===== config.mk =====
export PLATFORM = sky130hd
export DESIGN_NAME = rsv_top
export DESIGN_NICKNAME = d
export VERILOG_FILES = /design/src/rtl/rsv_pkg.sv /design/src/rtl/rsv_tab_if.sv /design/src/rtl/rsv_regtab.sv /design/src/rtl/rsv_top.sv
export SDC_FILE = /design/constraint.sdc
export NUM_CORES = 2
export LEC_CHECK = 0
export ABC_AREA = 1
export BUFFER_PORTS_ARGS = -buffer_cell sky130_fd_sc_hd__buf_2
export CORE_MARGIN = 10
export CORE_UTILIZATION = 57
export CTS_CLUSTER_SIZE = 28
export DETAILED_ROUTE_END_ITERATION = 10
export PLACE_DENSITY = 0.76
export SLEW_MARGIN = 20
export SYNTH_ARGS = -nofsm -noshare
export SYNTH_HDL_FRONTEND = slang
export SYNTH_HIERARCHICAL = 1
export SYNTH_SLANG_ARGS = --single-unit

===== constraint.sdc =====
create_clock -name clk_sys -period 8.4 [get_ports clk_sys]
set_input_delay 2.1 -clock clk_sys [delete_from_list [all_inputs] [get_ports clk_sys]]
set_output_delay 2.1 -clock clk_sys [all_outputs]
set_load 0.02 [all_outputs]

===== src/rtl/rsv_pkg.sv =====
// Constants and types for the reservation and registration block.
// Assumes one 25 MHz clock and a 32-bit Avalon-MM register bus with byte addresses.
package rsv_pkg;
    localparam int NS_N  = 4;
    localparam int HOST_N = 4;
    localparam int NS_W  = 2;
    localparam int HID_W = 2;
    localparam int ENT_N = NS_N * HOST_N;
    localparam int ENT_W = NS_W + HID_W;
    localparam int KEY_W = 64;

    localparam logic [7:0] OFS_CTRL     = 8'h00;
    localparam logic [7:0] OFS_IDCTL    = 8'h04;
    localparam logic [7:0] OFS_NSCAP    = 8'h08;
    localparam logic [7:0] OFS_HOSTID   = 8'h0C;
    localparam logic [7:0] OFS_CMD      = 8'h10;
    localparam logic [7:0] OFS_STAT     = 8'h14;
    localparam logic [7:0] OFS_CURRENT_KEY_FIELD_LO = 8'h18;
    localparam logic [7:0] OFS_CURRENT_KEY_FIELD_HI = 8'h1C;
    localparam logic [7:0] OFS_NEW_KEY_FIELD_LO = 8'h20;
    localparam logic [7:0] OFS_NEW_KEY_FIELD_HI = 8'h24;
    localparam logic [7:0] OFS_HOLD     = 8'h28;
    localparam logic [7:0] OFS_NMASK    = 8'h2C;
    localparam logic [7:0] OFS_NTFY     = 8'h30;
    localparam logic [7:0] OFS_LOG      = 8'h34;
    localparam logic [7:0] OFS_REGMAP   = 8'h38;
    localparam logic [7:0] OFS_IDNS     = 8'h3C;

    localparam int CMD_OP_LSB   = 0;
    localparam int CMD_ACT_LSB  = 3;
    localparam int CMD_IGNORE_EXISTING_KEY_BIT    = 6;
    localparam int CMD_NS_LSB   = 7;
    localparam int CMD_CTRL_LSB = 9;
    localparam int OPTIONAL_COMMAND_SUPPORT_FIELD_RSV_BIT = 5;
    localparam int NSCAP_POWER_LOSS_PERSIST_STATE_LSB = 4;
    localparam int NTFY_NS_LSB  = 2;

    localparam logic       CTRL_RST   = 1'b1;
    localparam logic [3:0] NSCAP_RST  = 4'hF;
    localparam logic [7:0] HOSTID_RST = 8'hE4;
    localparam logic [7:0] RESERVATION_CAPABILITY_FIELD_VAL = 8'h01;

    localparam logic [2:0] ACT_REGISTER = 3'h0;
    localparam logic [2:0] ACT_UNREG    = 3'h1;
    localparam logic [2:0] ACT_REPLACE  = 3'h2;

    localparam logic [1:0] SC_OK        = 2'h0;
    localparam logic [1:0] SC_BAD_OPC   = 2'h1;
    localparam logic [1:0] SC_CONFLICT  = 2'h2;
    localparam logic [1:0] SC_BAD_FIELD = 2'h3;

    localparam logic [1:0] NTF_REG_PREEMPT = 2'h1;
    localparam logic [1:0] NTF_RSV_RELEASE = 2'h2;
    localparam logic [1:0] NTF_RSV_PREEMPT = 2'h3;

    typedef enum logic [2:0] {
        OP_READ, OP_WRITE, OP_REPORT, OP_REGISTER, OP_ACQUIRE, OP_RELEASE, OP_OTHER
    } rsv_op_t;
endpackage


===== src/rtl/rsv_tab_if.sv =====
// Link between the command logic and the shared registrant table.
// Assumes both ends run on the same clock.
`timescale 1ns/100ps
`default_nettype none
interface rsv_tab_if;
    logic [rsv_pkg::NS_W-1:0]  ns;
    logic [rsv_pkg::HID_W-1:0] host;
    logic                      rd_valid;
    logic [rsv_pkg::KEY_W-1:0] rd_key;
    logic                      wr_en;
    logic                      wr_valid;
    logic [rsv_pkg::KEY_W-1:0] wr_key;
    logic [rsv_pkg::ENT_N-1:0] vld_all;
    modport ctl (output ns, host, wr_en, wr_valid, wr_key, input rd_valid, rd_key, vld_all);
    modport tab (input ns, host, wr_en, wr_valid, wr_key, output rd_valid, rd_key, vld_all);
endinterface
`default_nettype wire


===== src/rtl/rsv_regtab.sv =====
// Registrant table: one entry per namespace and host identifier.
// Assumes the command logic addresses it with a stable namespace and host.
`timescale 1ns/100ps
`default_nettype none
module rsv_regtab (
    input  wire logic clk_sys,
    input  wire logic srst,
    input  wire logic ce,
    rsv_tab_if.tab    t
);
    logic                      vld_q [rsv_pkg::ENT_N];
    logic [rsv_pkg::KEY_W-1:0] key_q [rsv_pkg::ENT_N];
    logic [rsv_pkg::ENT_W-1:0] idx;

    assign idx = {t.ns, t.host};
    assign t.rd_valid = vld_q[idx];
    assign t.rd_key = key_q[idx];

    // Indexing by host identifier gives every controller of a host the same entry.
    for (genvar e = 0; e < rsv_pkg::ENT_N; e++) begin : g_ent
        always_ff @(posedge clk_sys) begin
            if (srst) begin
                vld_q[e] <= 1'b0;
                key_q[e] <= '0;
            end else if (ce && t.wr_en && idx == rsv_pkg::ENT_W'(e)) begin
                vld_q[e] <= t.wr_valid;
                key_q[e] <= t.wr_key;
            end
        end
        assign t.vld_all[e] = vld_q[e];
    end
endmodule
`default_nettype wire


===== src/rtl/rsv_top.sv =====
// Reservation command checking, registrant bookkeeping and notification log.
// Assumes an Avalon-MM master with waitrequest on clk_sys and a synchronous reset.
//
// Notes on behaviour
// - Commands lacking rights under a reservation conflict.
// - Reservation commands without support: invalid opcode.
// - Identify-controller bit 5 shows reservation support.
// - Supporting namespace reports nonzero capability, persist state.
// - Table holds an entry for every host.
// - One support bit serves all controllers.
// - Register action 000b records the host.
// - Register action 000b ignores the ignore-key bit.
// - Registrant registering a different key conflicts.
// - Re-registering the same key succeeds.
// - Equal keys across hosts never conflict.
// - Registration is seen by all host's controllers.
// - Action 010b replaces current key with new.
// - Replace updates key for all host's controllers.
// - Replace with mismatched current key conflicts.
// - Ignore-key bit forces replace unconditionally.
// - Key change leaves reservation untouched.
// - Three notification kinds are distinguished.
// - Unmasked notification logs entry, raises event.
// - Mask per notification kind and namespace.
// - Rights depend on host identifier only.
// - Unregister 001b checks registrant and key.
`timescale 1ns/100ps
`default_nettype none
module rsv_top (
    input  wire logic        clk_sys,
    input  wire logic        srst,
    input  wire logic        ce,
    input  wire logic [7:0]  avs_address,
    input  wire logic        avs_read,
    input  wire logic        avs_write,
    input  wire logic [31:0] avs_writedata,
    output logic      [31:0] avs_readdata,
    output logic             avs_waitrequest,
    output logic             rsv_log_avail
);
    typedef enum logic {RSV_IDLE, RSV_EVAL} rsv_state_t;

    rsv_tab_if tab_if ();

    rsv_regtab u_tab (
        .clk_sys (clk_sys),
        .srst    (srst),
        .ce      (ce),
        .t       (tab_if.tab)
    );

    logic                       wait_q;
    logic [31:0]                rdata_q;
    logic [31:0]                rdata_d;
    logic                       ctl_q;
    logic [3:0]                 nscap_q;
    logic [3:0]                 power_loss_persist_state_q;
    logic [7:0]                 hostid_q;
    logic [rsv_pkg::KEY_W-1:0]  current_key_field_q;
    logic [rsv_pkg::KEY_W-1:0]  new_key_field_q;
    logic [15:0]                hold_q;
    logic [11:0]                nmask_q;
    logic                       log_pend_q;
    logic [1:0]                 log_kind_q;
    logic [1:0]                 log_ns_q;
    logic [7:0]                 log_lost_q;
    rsv_state_t                 state_q;
    rsv_pkg::rsv_op_t           op_q;
    logic [2:0]                 act_q;
    logic                       ignore_existing_key_bit_q;
    logic [1:0]                 ns_q;
    logic [1:0]                 ctrl_q;
    logic [1:0]                 stat_q;
    logic [1:0]                 stat_d;
    logic                       done_q;
    logic                       wr_acc;
    logic                       rd_acc;
    logic                       launch;
    logic                       supp;
    logic                       rsv_op;
    logic [1:0]                 host;
    logic                       held;
    logic                       excl;
    logic [1:0]                 holder;
    logic                       twr;
    logic                       tvalid;
    logic [rsv_pkg::KEY_W-1:0]  tkey;
    logic [1:0]                 ntf_kind;
    logic [1:0]                 ntf_ns;
    logic [rsv_pkg::NS_N-1:0]   ntf_live;
    logic [31:0]                reservation_capability_field_all;
    logic                       ntf_set;
    logic                       log_clr;

    assign avs_readdata = rdata_q;
    assign avs_waitrequest = wait_q;
    assign rsv_log_avail = log_pend_q;

    // The access completes on the second edge of a request.
    assign wr_acc = avs_write & ~wait_q;
    assign rd_acc = avs_read & ~wait_q;
    assign launch = wr_acc && avs_address == rsv_pkg::OFS_CMD && state_q == RSV_IDLE;

    always_ff @(posedge clk_sys) begin
        if (srst) begin
            wait_q <= 1'b1;
        end else if (ce) begin
            wait_q <= ~((avs_read | avs_write) & wait_q);
        end
    end

    always_ff @(posedge clk_sys) begin
        if (srst) begin
            rdata_q <= '0;
        end else if (ce && (avs_read & wait_q)) begin
            rdata_q <= rdata_d;
        end
    end

    // Configuration registers written by software.
    always_ff @(posedge clk_sys) begin
        if (srst) begin
            ctl_q    <= rsv_pkg::CTRL_RST;
            nscap_q  <= rsv_pkg::NSCAP_RST;
            power_loss_persist_state_q   <= '0;
            hostid_q <= rsv_pkg::HOSTID_RST;
            current_key_field_q  <= '0;
            new_key_field_q  <= '0;
            hold_q   <= '0;
            nmask_q  <= '0;
        end else if (ce && wr_acc) begin
            case (avs_address)
                rsv_pkg::OFS_CTRL: begin
                    ctl_q <= avs_writedata[0];
                end
                rsv_pkg::OFS_NSCAP: begin
                    nscap_q <= avs_writedata[3:0];
                    // Persist state exists only where the namespace supports reservations.
                    power_loss_persist_state_q <= avs_writedata[rsv_pkg::NSCAP_POWER_LOSS_PERSIST_STATE_LSB +: 4] & avs_writedata[3:0];
                end
                rsv_pkg::OFS_HOSTID: begin
                    hostid_q <= avs_writedata[7:0];
                end
                rsv_pkg::OFS_CURRENT_KEY_FIELD_LO: begin
                    current_key_field_q[31:0] <= avs_writedata;
                end
                rsv_pkg::OFS_CURRENT_KEY_FIELD_HI: begin
                    current_key_field_q[63:32] <= avs_writedata;
                end
                rsv_pkg::OFS_NEW_KEY_FIELD_LO: begin
                    new_key_field_q[31:0] <= avs_writedata;
                end
                rsv_pkg::OFS_NEW_KEY_FIELD_HI: begin
                    new_key_field_q[63:32] <= avs_writedata;
                end
                rsv_pkg::OFS_HOLD: begin
                    hold_q <= avs_writedata[15:0];
                end
                rsv_pkg::OFS_NMASK: begin
                    nmask_q <= avs_writedata[11:0];
                end
                default: begin
                end
            endcase
        end
    end

    // Command capture and one evaluation cycle.
    always_ff @(posedge clk_sys) begin
        if (srst) begin
            state_q <= RSV_IDLE;
            op_q    <= rsv_pkg::OP_OTHER;
            act_q   <= '0;
            ignore_existing_key_bit_q <= 1'b0;
            ns_q    <= '0;
            ctrl_q  <= '0;
            stat_q  <= rsv_pkg::SC_OK;
            done_q  <= 1'b0;
        end else if (ce) begin
            case (state_q)
                RSV_IDLE: begin
                    if (launch) begin
                        op_q    <= rsv_pkg::rsv_op_t'(avs_writedata[rsv_pkg::CMD_OP_LSB +: 3]);
                        act_q   <= avs_writedata[rsv_pkg::CMD_ACT_LSB +: 3];
                        ignore_existing_key_bit_q <= avs_writedata[rsv_pkg::CMD_IGNORE_EXISTING_KEY_BIT];
                        ns_q    <= avs_writedata[rsv_pkg::CMD_NS_LSB +: 2];
                        ctrl_q  <= avs_writedata[rsv_pkg::CMD_CTRL_LSB +: 2];
                        done_q  <= 1'b0;
                        state_q <= RSV_EVAL;
                    end
                end
                RSV_EVAL: begin
                    stat_q  <= stat_d;
                    done_q  <= 1'b1;
                    state_q <= RSV_IDLE;
                end
                default: begin
                    state_q <= RSV_IDLE;
                end
            endcase
        end
    end

    // Rights follow the host identifier, never the controller that carried the command.
    assign host   = hostid_q[ctrl_q*2 +: 2];
    assign supp   = ctl_q & nscap_q[ns_q];
    assign rsv_op = op_q == rsv_pkg::OP_REPORT || op_q == rsv_pkg::OP_REGISTER
                 || op_q == rsv_pkg::OP_ACQUIRE || op_q == rsv_pkg::OP_RELEASE;
    assign held   = hold_q[ns_q*4];
    assign excl   = hold_q[ns_q*4 + 1];
    assign holder = hold_q[ns_q*4 + 2 +: 2];

    always_comb begin
        stat_d = rsv_pkg::SC_OK;
        twr    = 1'b0;
        tvalid = tab_if.rd_valid;
        tkey   = tab_if.rd_key;
        if (rsv_op && !supp) begin
            stat_d = rsv_pkg::SC_BAD_OPC;
        end else if (op_q == rsv_pkg::OP_REGISTER) begin
            case (act_q)
                rsv_pkg::ACT_REGISTER: begin
                    // The ignore-key bit plays no part here; keys of other hosts are not consulted.
                    if (tab_if.rd_valid && tab_if.rd_key != new_key_field_q) begin
                        stat_d = rsv_pkg::SC_CONFLICT;
                    end else begin
                        twr    = 1'b1;
                        tvalid = 1'b1;
                        tkey   = new_key_field_q;
                    end
                end
                rsv_pkg::ACT_UNREG: begin
                    if (!tab_if.rd_valid || (!ignore_existing_key_bit_q && tab_if.rd_key != current_key_field_q)) begin
                        stat_d = rsv_pkg::SC_CONFLICT;
                    end else begin
                        twr    = 1'b1;
                        tvalid = 1'b0;
                    end
                end
                rsv_pkg::ACT_REPLACE: begin
                    if (!ignore_existing_key_bit_q && (!tab_if.rd_valid || tab_if.rd_key != current_key_field_q)) begin
                        stat_d = rsv_pkg::SC_CONFLICT;
                    end else begin
                        // Only the table changes; the holder register is left alone.
                        twr    = 1'b1;
                        tvalid = 1'b1;
                        tkey   = new_key_field_q;
                    end
                end
                default: begin
                    stat_d = rsv_pkg::SC_BAD_FIELD;
                end
            endcase
        end else if (held && host != holder) begin
            if (op_q == rsv_pkg::OP_WRITE || (op_q == rsv_pkg::OP_READ && excl)) begin
                stat_d = rsv_pkg::SC_CONFLICT;
            end
        end
    end

    // One entry per host identifier, so a register command never lacks room.
    assign tab_if.ns       = ns_q;
    assign tab_if.host     = host;
    assign tab_if.wr_en    = state_q == RSV_EVAL && twr;
    assign tab_if.wr_valid = tvalid;
    assign tab_if.wr_key   = tkey;

    // Notification injection, masking and the single-entry log.
    assign ntf_kind = avs_writedata[1:0];
    assign ntf_ns   = avs_writedata[rsv_pkg::NTFY_NS_LSB +: 2];
    for (genvar n = 0; n < rsv_pkg::NS_N; n++) begin : g_ns
        assign ntf_live[n] = (ntf_kind == rsv_pkg::NTF_REG_PREEMPT && !nmask_q[n*3])
                          || (ntf_kind == rsv_pkg::NTF_RSV_RELEASE && !nmask_q[n*3 + 1])
                          || (ntf_kind == rsv_pkg::NTF_RSV_PREEMPT && !nmask_q[n*3 + 2]);
        assign reservation_capability_field_all[n*8 +: 8] = nscap_q[n] ? rsv_pkg::RESERVATION_CAPABILITY_FIELD_VAL : 8'h00;
    end
    assign ntf_set = wr_acc && avs_address == rsv_pkg::OFS_NTFY && ntf_live[ntf_ns];
    assign log_clr = rd_acc && avs_address == rsv_pkg::OFS_LOG;

    // A new entry in the clearing cycle wins over the clear.
    always_ff @(posedge clk_sys) begin
        if (srst) begin
            log_pend_q <= 1'b0;
            log_kind_q <= '0;
            log_ns_q   <= '0;
            log_lost_q <= '0;
        end else if (ce) begin
            if (ntf_set) begin
                log_pend_q <= 1'b1;
                log_kind_q <= ntf_kind;
                log_ns_q   <= ntf_ns;
                if (log_pend_q && !log_clr && log_lost_q != 8'hFF) begin
                    log_lost_q <= log_lost_q + 8'h01;
                end
            end else if (log_clr) begin
                log_pend_q <= 1'b0;
                log_lost_q <= '0;
            end
        end
    end

    always_comb begin
        rdata_d = '0;
        case (avs_address)
            rsv_pkg::OFS_CTRL:     rdata_d[0] = ctl_q;
            rsv_pkg::OFS_IDCTL:    rdata_d[rsv_pkg::OPTIONAL_COMMAND_SUPPORT_FIELD_RSV_BIT] = ctl_q;
            rsv_pkg::OFS_NSCAP:    rdata_d[7:0] = {power_loss_persist_state_q, nscap_q};
            rsv_pkg::OFS_HOSTID:   rdata_d[7:0] = hostid_q;
            rsv_pkg::OFS_STAT:     rdata_d[3:0] = {done_q, stat_q, state_q != RSV_IDLE};
            rsv_pkg::OFS_CURRENT_KEY_FIELD_LO: rdata_d = current_key_field_q[31:0];
            rsv_pkg::OFS_CURRENT_KEY_FIELD_HI: rdata_d = current_key_field_q[63:32];
            rsv_pkg::OFS_NEW_KEY_FIELD_LO: rdata_d = new_key_field_q[31:0];
            rsv_pkg::OFS_NEW_KEY_FIELD_HI: rdata_d = new_key_field_q[63:32];
            rsv_pkg::OFS_HOLD:     rdata_d[15:0] = hold_q;
            rsv_pkg::OFS_NMASK:    rdata_d[11:0] = nmask_q;
            rsv_pkg::OFS_LOG:      rdata_d[15:0] = {log_lost_q, 3'h0, log_ns_q, log_kind_q, log_pend_q};
            rsv_pkg::OFS_REGMAP:   rdata_d[15:0] = tab_if.vld_all;
            rsv_pkg::OFS_IDNS:     rdata_d = reservation_capability_field_all;
            default:               rdata_d = '0;
        endcase
    end

    a_optional_command_support_field_bit: assert property (@(posedge clk_sys) disable iff (srst)
        (avs_read && !avs_waitrequest && avs_address == rsv_pkg::OFS_IDCTL)
        |-> avs_readdata[rsv_pkg::OPTIONAL_COMMAND_SUPPORT_FIELD_RSV_BIT] == ctl_q)
        else $error("Support bit does not follow the support control.");

    a_bad_opcode: assert property (@(posedge clk_sys) disable iff (srst)
        (ce && state_q == RSV_EVAL && rsv_op && !supp)
        |=> stat_q == rsv_pkg::SC_BAD_OPC && done_q)
        else $error("Unsupported reservation command not refused.");

    a_access_conflict: assert property (@(posedge clk_sys) disable iff (srst)
        (ce && state_q == RSV_EVAL && op_q == rsv_pkg::OP_WRITE && held && host != holder)
        |=> stat_q == rsv_pkg::SC_CONFLICT)
        else $error("Write by a non-holder was not refused.");

    a_reg_diffkey: assert property (@(posedge clk_sys) disable iff (srst)
        (ce && state_q == RSV_EVAL && supp && op_q == rsv_pkg::OP_REGISTER
         && act_q == rsv_pkg::ACT_REGISTER && tab_if.rd_valid && tab_if.rd_key != new_key_field_q)
        |=> stat_q == rsv_pkg::SC_CONFLICT && $stable(tab_if.rd_key))
        else $error("Different key accepted from a registrant.");

    a_reg_record: assert property (@(posedge clk_sys) disable iff (srst)
        (ce && state_q == RSV_EVAL && supp && op_q == rsv_pkg::OP_REGISTER
         && act_q == rsv_pkg::ACT_REGISTER && !tab_if.rd_valid)
        |=> stat_q == rsv_pkg::SC_OK && tab_if.rd_valid && tab_if.rd_key == $past(new_key_field_q))
        else $error("Register did not record the host.");

    a_replace_mism: assert property (@(posedge clk_sys) disable iff (srst)
        (ce && state_q == RSV_EVAL && supp && op_q == rsv_pkg::OP_REGISTER
         && act_q == rsv_pkg::ACT_REPLACE && !ignore_existing_key_bit_q && tab_if.rd_key != current_key_field_q)
        |=> stat_q == rsv_pkg::SC_CONFLICT)
        else $error("Replace with wrong current key accepted.");

    a_replace_force: assert property (@(posedge clk_sys) disable iff (srst)
        (ce && state_q == RSV_EVAL && supp && op_q == rsv_pkg::OP_REGISTER
         && act_q == rsv_pkg::ACT_REPLACE && ignore_existing_key_bit_q)
        |=> tab_if.rd_valid && tab_if.rd_key == $past(new_key_field_q) && $stable(hold_q))
        else $error("Forced replace did not install the new key.");

    a_unreg_absent: assert property (@(posedge clk_sys) disable iff (srst)
        (ce && state_q == RSV_EVAL && supp && op_q == rsv_pkg::OP_REGISTER
         && act_q == rsv_pkg::ACT_UNREG && !tab_if.rd_valid)
        |=> stat_q == rsv_pkg::SC_CONFLICT)
        else $error("Unregister of a non-registrant accepted.");

    a_ntf_masked: assert property (@(posedge clk_sys) disable iff (srst)
        (ce && wr_acc && avs_address == rsv_pkg::OFS_NTFY && !ntf_live[ntf_ns] && !log_pend_q)
        |=> !rsv_log_avail)
        else $error("Masked notification produced a log entry.");

    a_cmd_done: assert property (@(posedge clk_sys) disable iff (srst)
        (ce && launch) |-> ##[1:3] done_q)
        else $error("Command did not complete in time.");
endmodule
`default_nettype wire


==> impl_metrics.csv <==
group,metric,value,unit
status,status,"complete, no violations",
worst_setup_path,worstSetupPathType,"reg -> reg",
worst_setup_path,cpPeakStageDelay,0.80,ns
flow_run,drv_cap,0,
drt,vias,52348,
floorplanning,io_pins,79,
placed_design,io_buffer_count,78,
global_route,grt_antenna_before_repair,0,
worst_setup_path,worstSetupStartpointType,"register",
global_route,grt_overflow,0,
logic_synthesis,netlist_area,61860,um^2
clock_network,cts_tree,"built",
global_route,grt_pass1_vias,49611,
timing,setup_viol,0,
timing,tns,0,ns
worst_setup_path,cp_data_required_time,9.00,ns
worst_setup_path,cp.arrival,8.14,ns
clock_network,cts.reportedPaths.clkPinSlew,0.06,ns
floorplanning,die_y,349.4,um
worst_setup_path,crit_fanout,129,
layout,layout-drive-gt1-share,6.098,%
drt,first_iter_violations,7575,
placed_design,gp_congestion,0.9711,
layout,stdcell_count,8979,
global_route,grt_pass1_wl,300700,um
timing,fmax,132.6,MHz
layout,antenna_cells,0,
power_and_ir_drop,power,0.01361,W
floorplanning,row_count,120,
global_route,grt_max_degree,157,
timing,final_max_slew_viol_count,0,
logic_synthesis,synth_cell_types,50,
placed_design,place_inst,8732,
timing,slew_headroom,21.99,%
worst_setup_path,cp_slowest_cell,"inv_8",
power_and_ir_drop,leakagePower,29.52,nW
worst_setup_path,critPathMostFrequentCell,"nand2_1",
timing,timing.final.crit_share,89.81,%
clock_network,clkSinkCount,1274,
worst_setup_path,cp-end-kind,"register",
logic_synthesis,synthCells,7650,
layout,area_delta_synth_final,9.268,%
power_and_ir_drop,ir_worst_vdd,0.1873,mV
logic_synthesis,synth-seq-cells,1274,
clock_network,cts_post_setup_buffers_inserted,0,
hold_path,hold_path.class,"reg -> reg",
clock_network,clk_latency,0.77,ns
floorplanning,core_region_area,107400,um^2
floorplanning,die_area,122100,um^2
clock_network,htree_levels,4,
timing,rsz0062_at_grt,"false",
logic_synthesis,synth_top_flop_cell,"edfxtp_1",
timing,fin_skew,0.03277,ns
worst_setup_path,critPathTopFamily,"simple AND/OR/NAND/NOR gates",
logic_synthesis,async_reset_ff_share,0,%
clock_network,ctsResizeCount,0,
power_and_ir_drop,p_per_area,201.4,nW/um^2
drt,postRouteAntennaNets,0,
placed_design,hpwlAfterDp,119700,um
placed_design,placed_area,63140,um^2
timing,worstMarginPinSlew,1.169,ns
logic_synthesis,yosysTopAreaCell,"edfxtp_1",
timing,hold_viol_final,0,
global_route,grt.total_usage,32.20,%
floorplanning,start_util,57.62,%
layout,layout.nets,7515,
drt,drtPass1Iterations,7,
logic_synthesis,synth_commonest_cells,"3475 x nand2_1, 1200 x nor2_1, 1040 x edfxtp_1",
drt,wl,201300,um
drt,wl_per_cell,22.42,um
placed_design,preCtsSetupSlack,1.243,ns
clock_network,cts_made_buffers,136,
logic_synthesis,yosys.area.top_type_share,50.49,%
logic_synthesis,synthTopCellsByArea,"edfxtp_1 50%, nand2_1 21%, dfxtp_1 7.6%",
clock_network,cts.root.buffer_cell,"clkbuf_16",
floorplanning,die_w,349.4,um
clock_network,cts_buffer_depth,3,
timing,setup_ws,0.8558,ns
logic_synthesis,synth_seq_area_share,58.06,%
timing,min_period,7.544,ns
logic_synthesis,synth-edff-count,1040,
logic_synthesis,syn_nets,7696,
drt,drc,0,
logic_synthesis,syn_avg_cell_area,8.086,um^2
clock_network,holdBufCountCts,0,
layout,design_area,67590,um^2
logic_synthesis,yosysMostFrequentCell,"nand2_1",
drt,via_per_inst,5.830,
worst_setup_path,crit_buf_inv,9,
logic_synthesis,ys_warn_count,6,
==> per-stage QoR <==
step / utilization (%) / hold WS (ns)
after global routing: 62.96 / 0.4799
after detailed placement: 58.82 / 0.4416
after CTS: 62.91 / 0.4534
after global placement: 58.82 / 0.4400
after floorplan: - / 0.4238
final: 62.96 / 0.4534
==> flip-flops by register name (all words and copies together), names as in the netlist, 8 cells and up <==
register / cells
hold_q: 16
hostid_q: 8
u_tab/vld_q: 16
new_key_field_q: 64
u_tab/key_q: 1024
avs_readdata: 32
log_lost_q: 8
nmask_q: 12
current_key_field_q: 64
==> path summary, 6_finish.rpt <==
path	start	end	slack, ns	cells after the start
worst max-delay path	ctrl_q[0]	u_tab/key_q[15][27]	0.86	34
worst min register to register	log_kind_q[0]	log_kind_q[0]	0.45	2
worst max register to register	ctrl_q[0]	u_tab/key_q[15][27]	0.86	34
worst min-delay path	log_kind_q[0]	log_kind_q[0]	0.45	2
==> tightest hold or removal path: stages (launching register included) <==
cell and delay, ns:
dfxtp_1 0.31, inv_1 0.05, a21oi_1 0.05
==> power breakdown <==
group	internal (W)	leakage (nW)	switching [W]
Combinational	0.000120	14.8	0.000481
Sequential	0.00698	12.6	0.0000505
Clock	0.00342	2.14	0.00256
==> cells in the final DEF (no fill, tap or decap), types with 4 or more instances in the layout <==
cell and count:
a211oi_1 37, inv_8 4, buf_4 72, nor2_4 6, o21ai_0 172, o21ai_1 7
o211ai_1 20, clkbuf_1 30, inv_2 16, nor2_1 1198, nor3_4 5, clkinv_1 26
a22o_1 4, nand3_1 103, bufinv_16 10, inv_1 458, clkbuf_16 138, buf_12 27
buf_2 77, clkinv_8 7, nand2_1 3458, xor2_1 26, nor2_2 5, dfxtp_1 234
clkinv_2 17, clkbuf_8 8, nor3_1 10, edfxtp_1 1040, nand3_4 19, nand4_1 4
a221oi_1 18, o22ai_1 57, a21oi_1 196, nand2_2 9, nand2_4 16
==> cells by family after synthesis <==
kind of cell,count (synthesis),share of synthesized area [%]
xor gates and xnor gates,28,0.3964
DFF,1274,58.06
AOI/OAI and AO/OA,524,4.794
buffers and inverters,980,6.697
adders and majority gates,1,0.02022
and+or+nand+nor,4843,30.03
==> area by class of cell <==
type                    instances  area (um^2)
inverters                     483         1849
flip-flops and latches       1274        35910
clock inverters                66        703.2
multi-input cells            5396        22160
fillers                      8813        39760
well taps                    1403         1755
clock buffers                 179         3691
repair buffers                178         1521
==> routing by layer <==
layer / wire length [um] / vias to the layer above / global-route usage [%] / share of wire [%]
met5: 0 / - / 0 / 0
met4: 14840 / 0 / 21.19 / 7.4
met3: 23740 / 706 / 5.943 / 12
met2: 90200 / 3502 / 50.11 / 45
met1: 72510 / 24404 / 41.17 / 36
li1: - / 23736 / - / -
(Power assumes the default switching activity.)
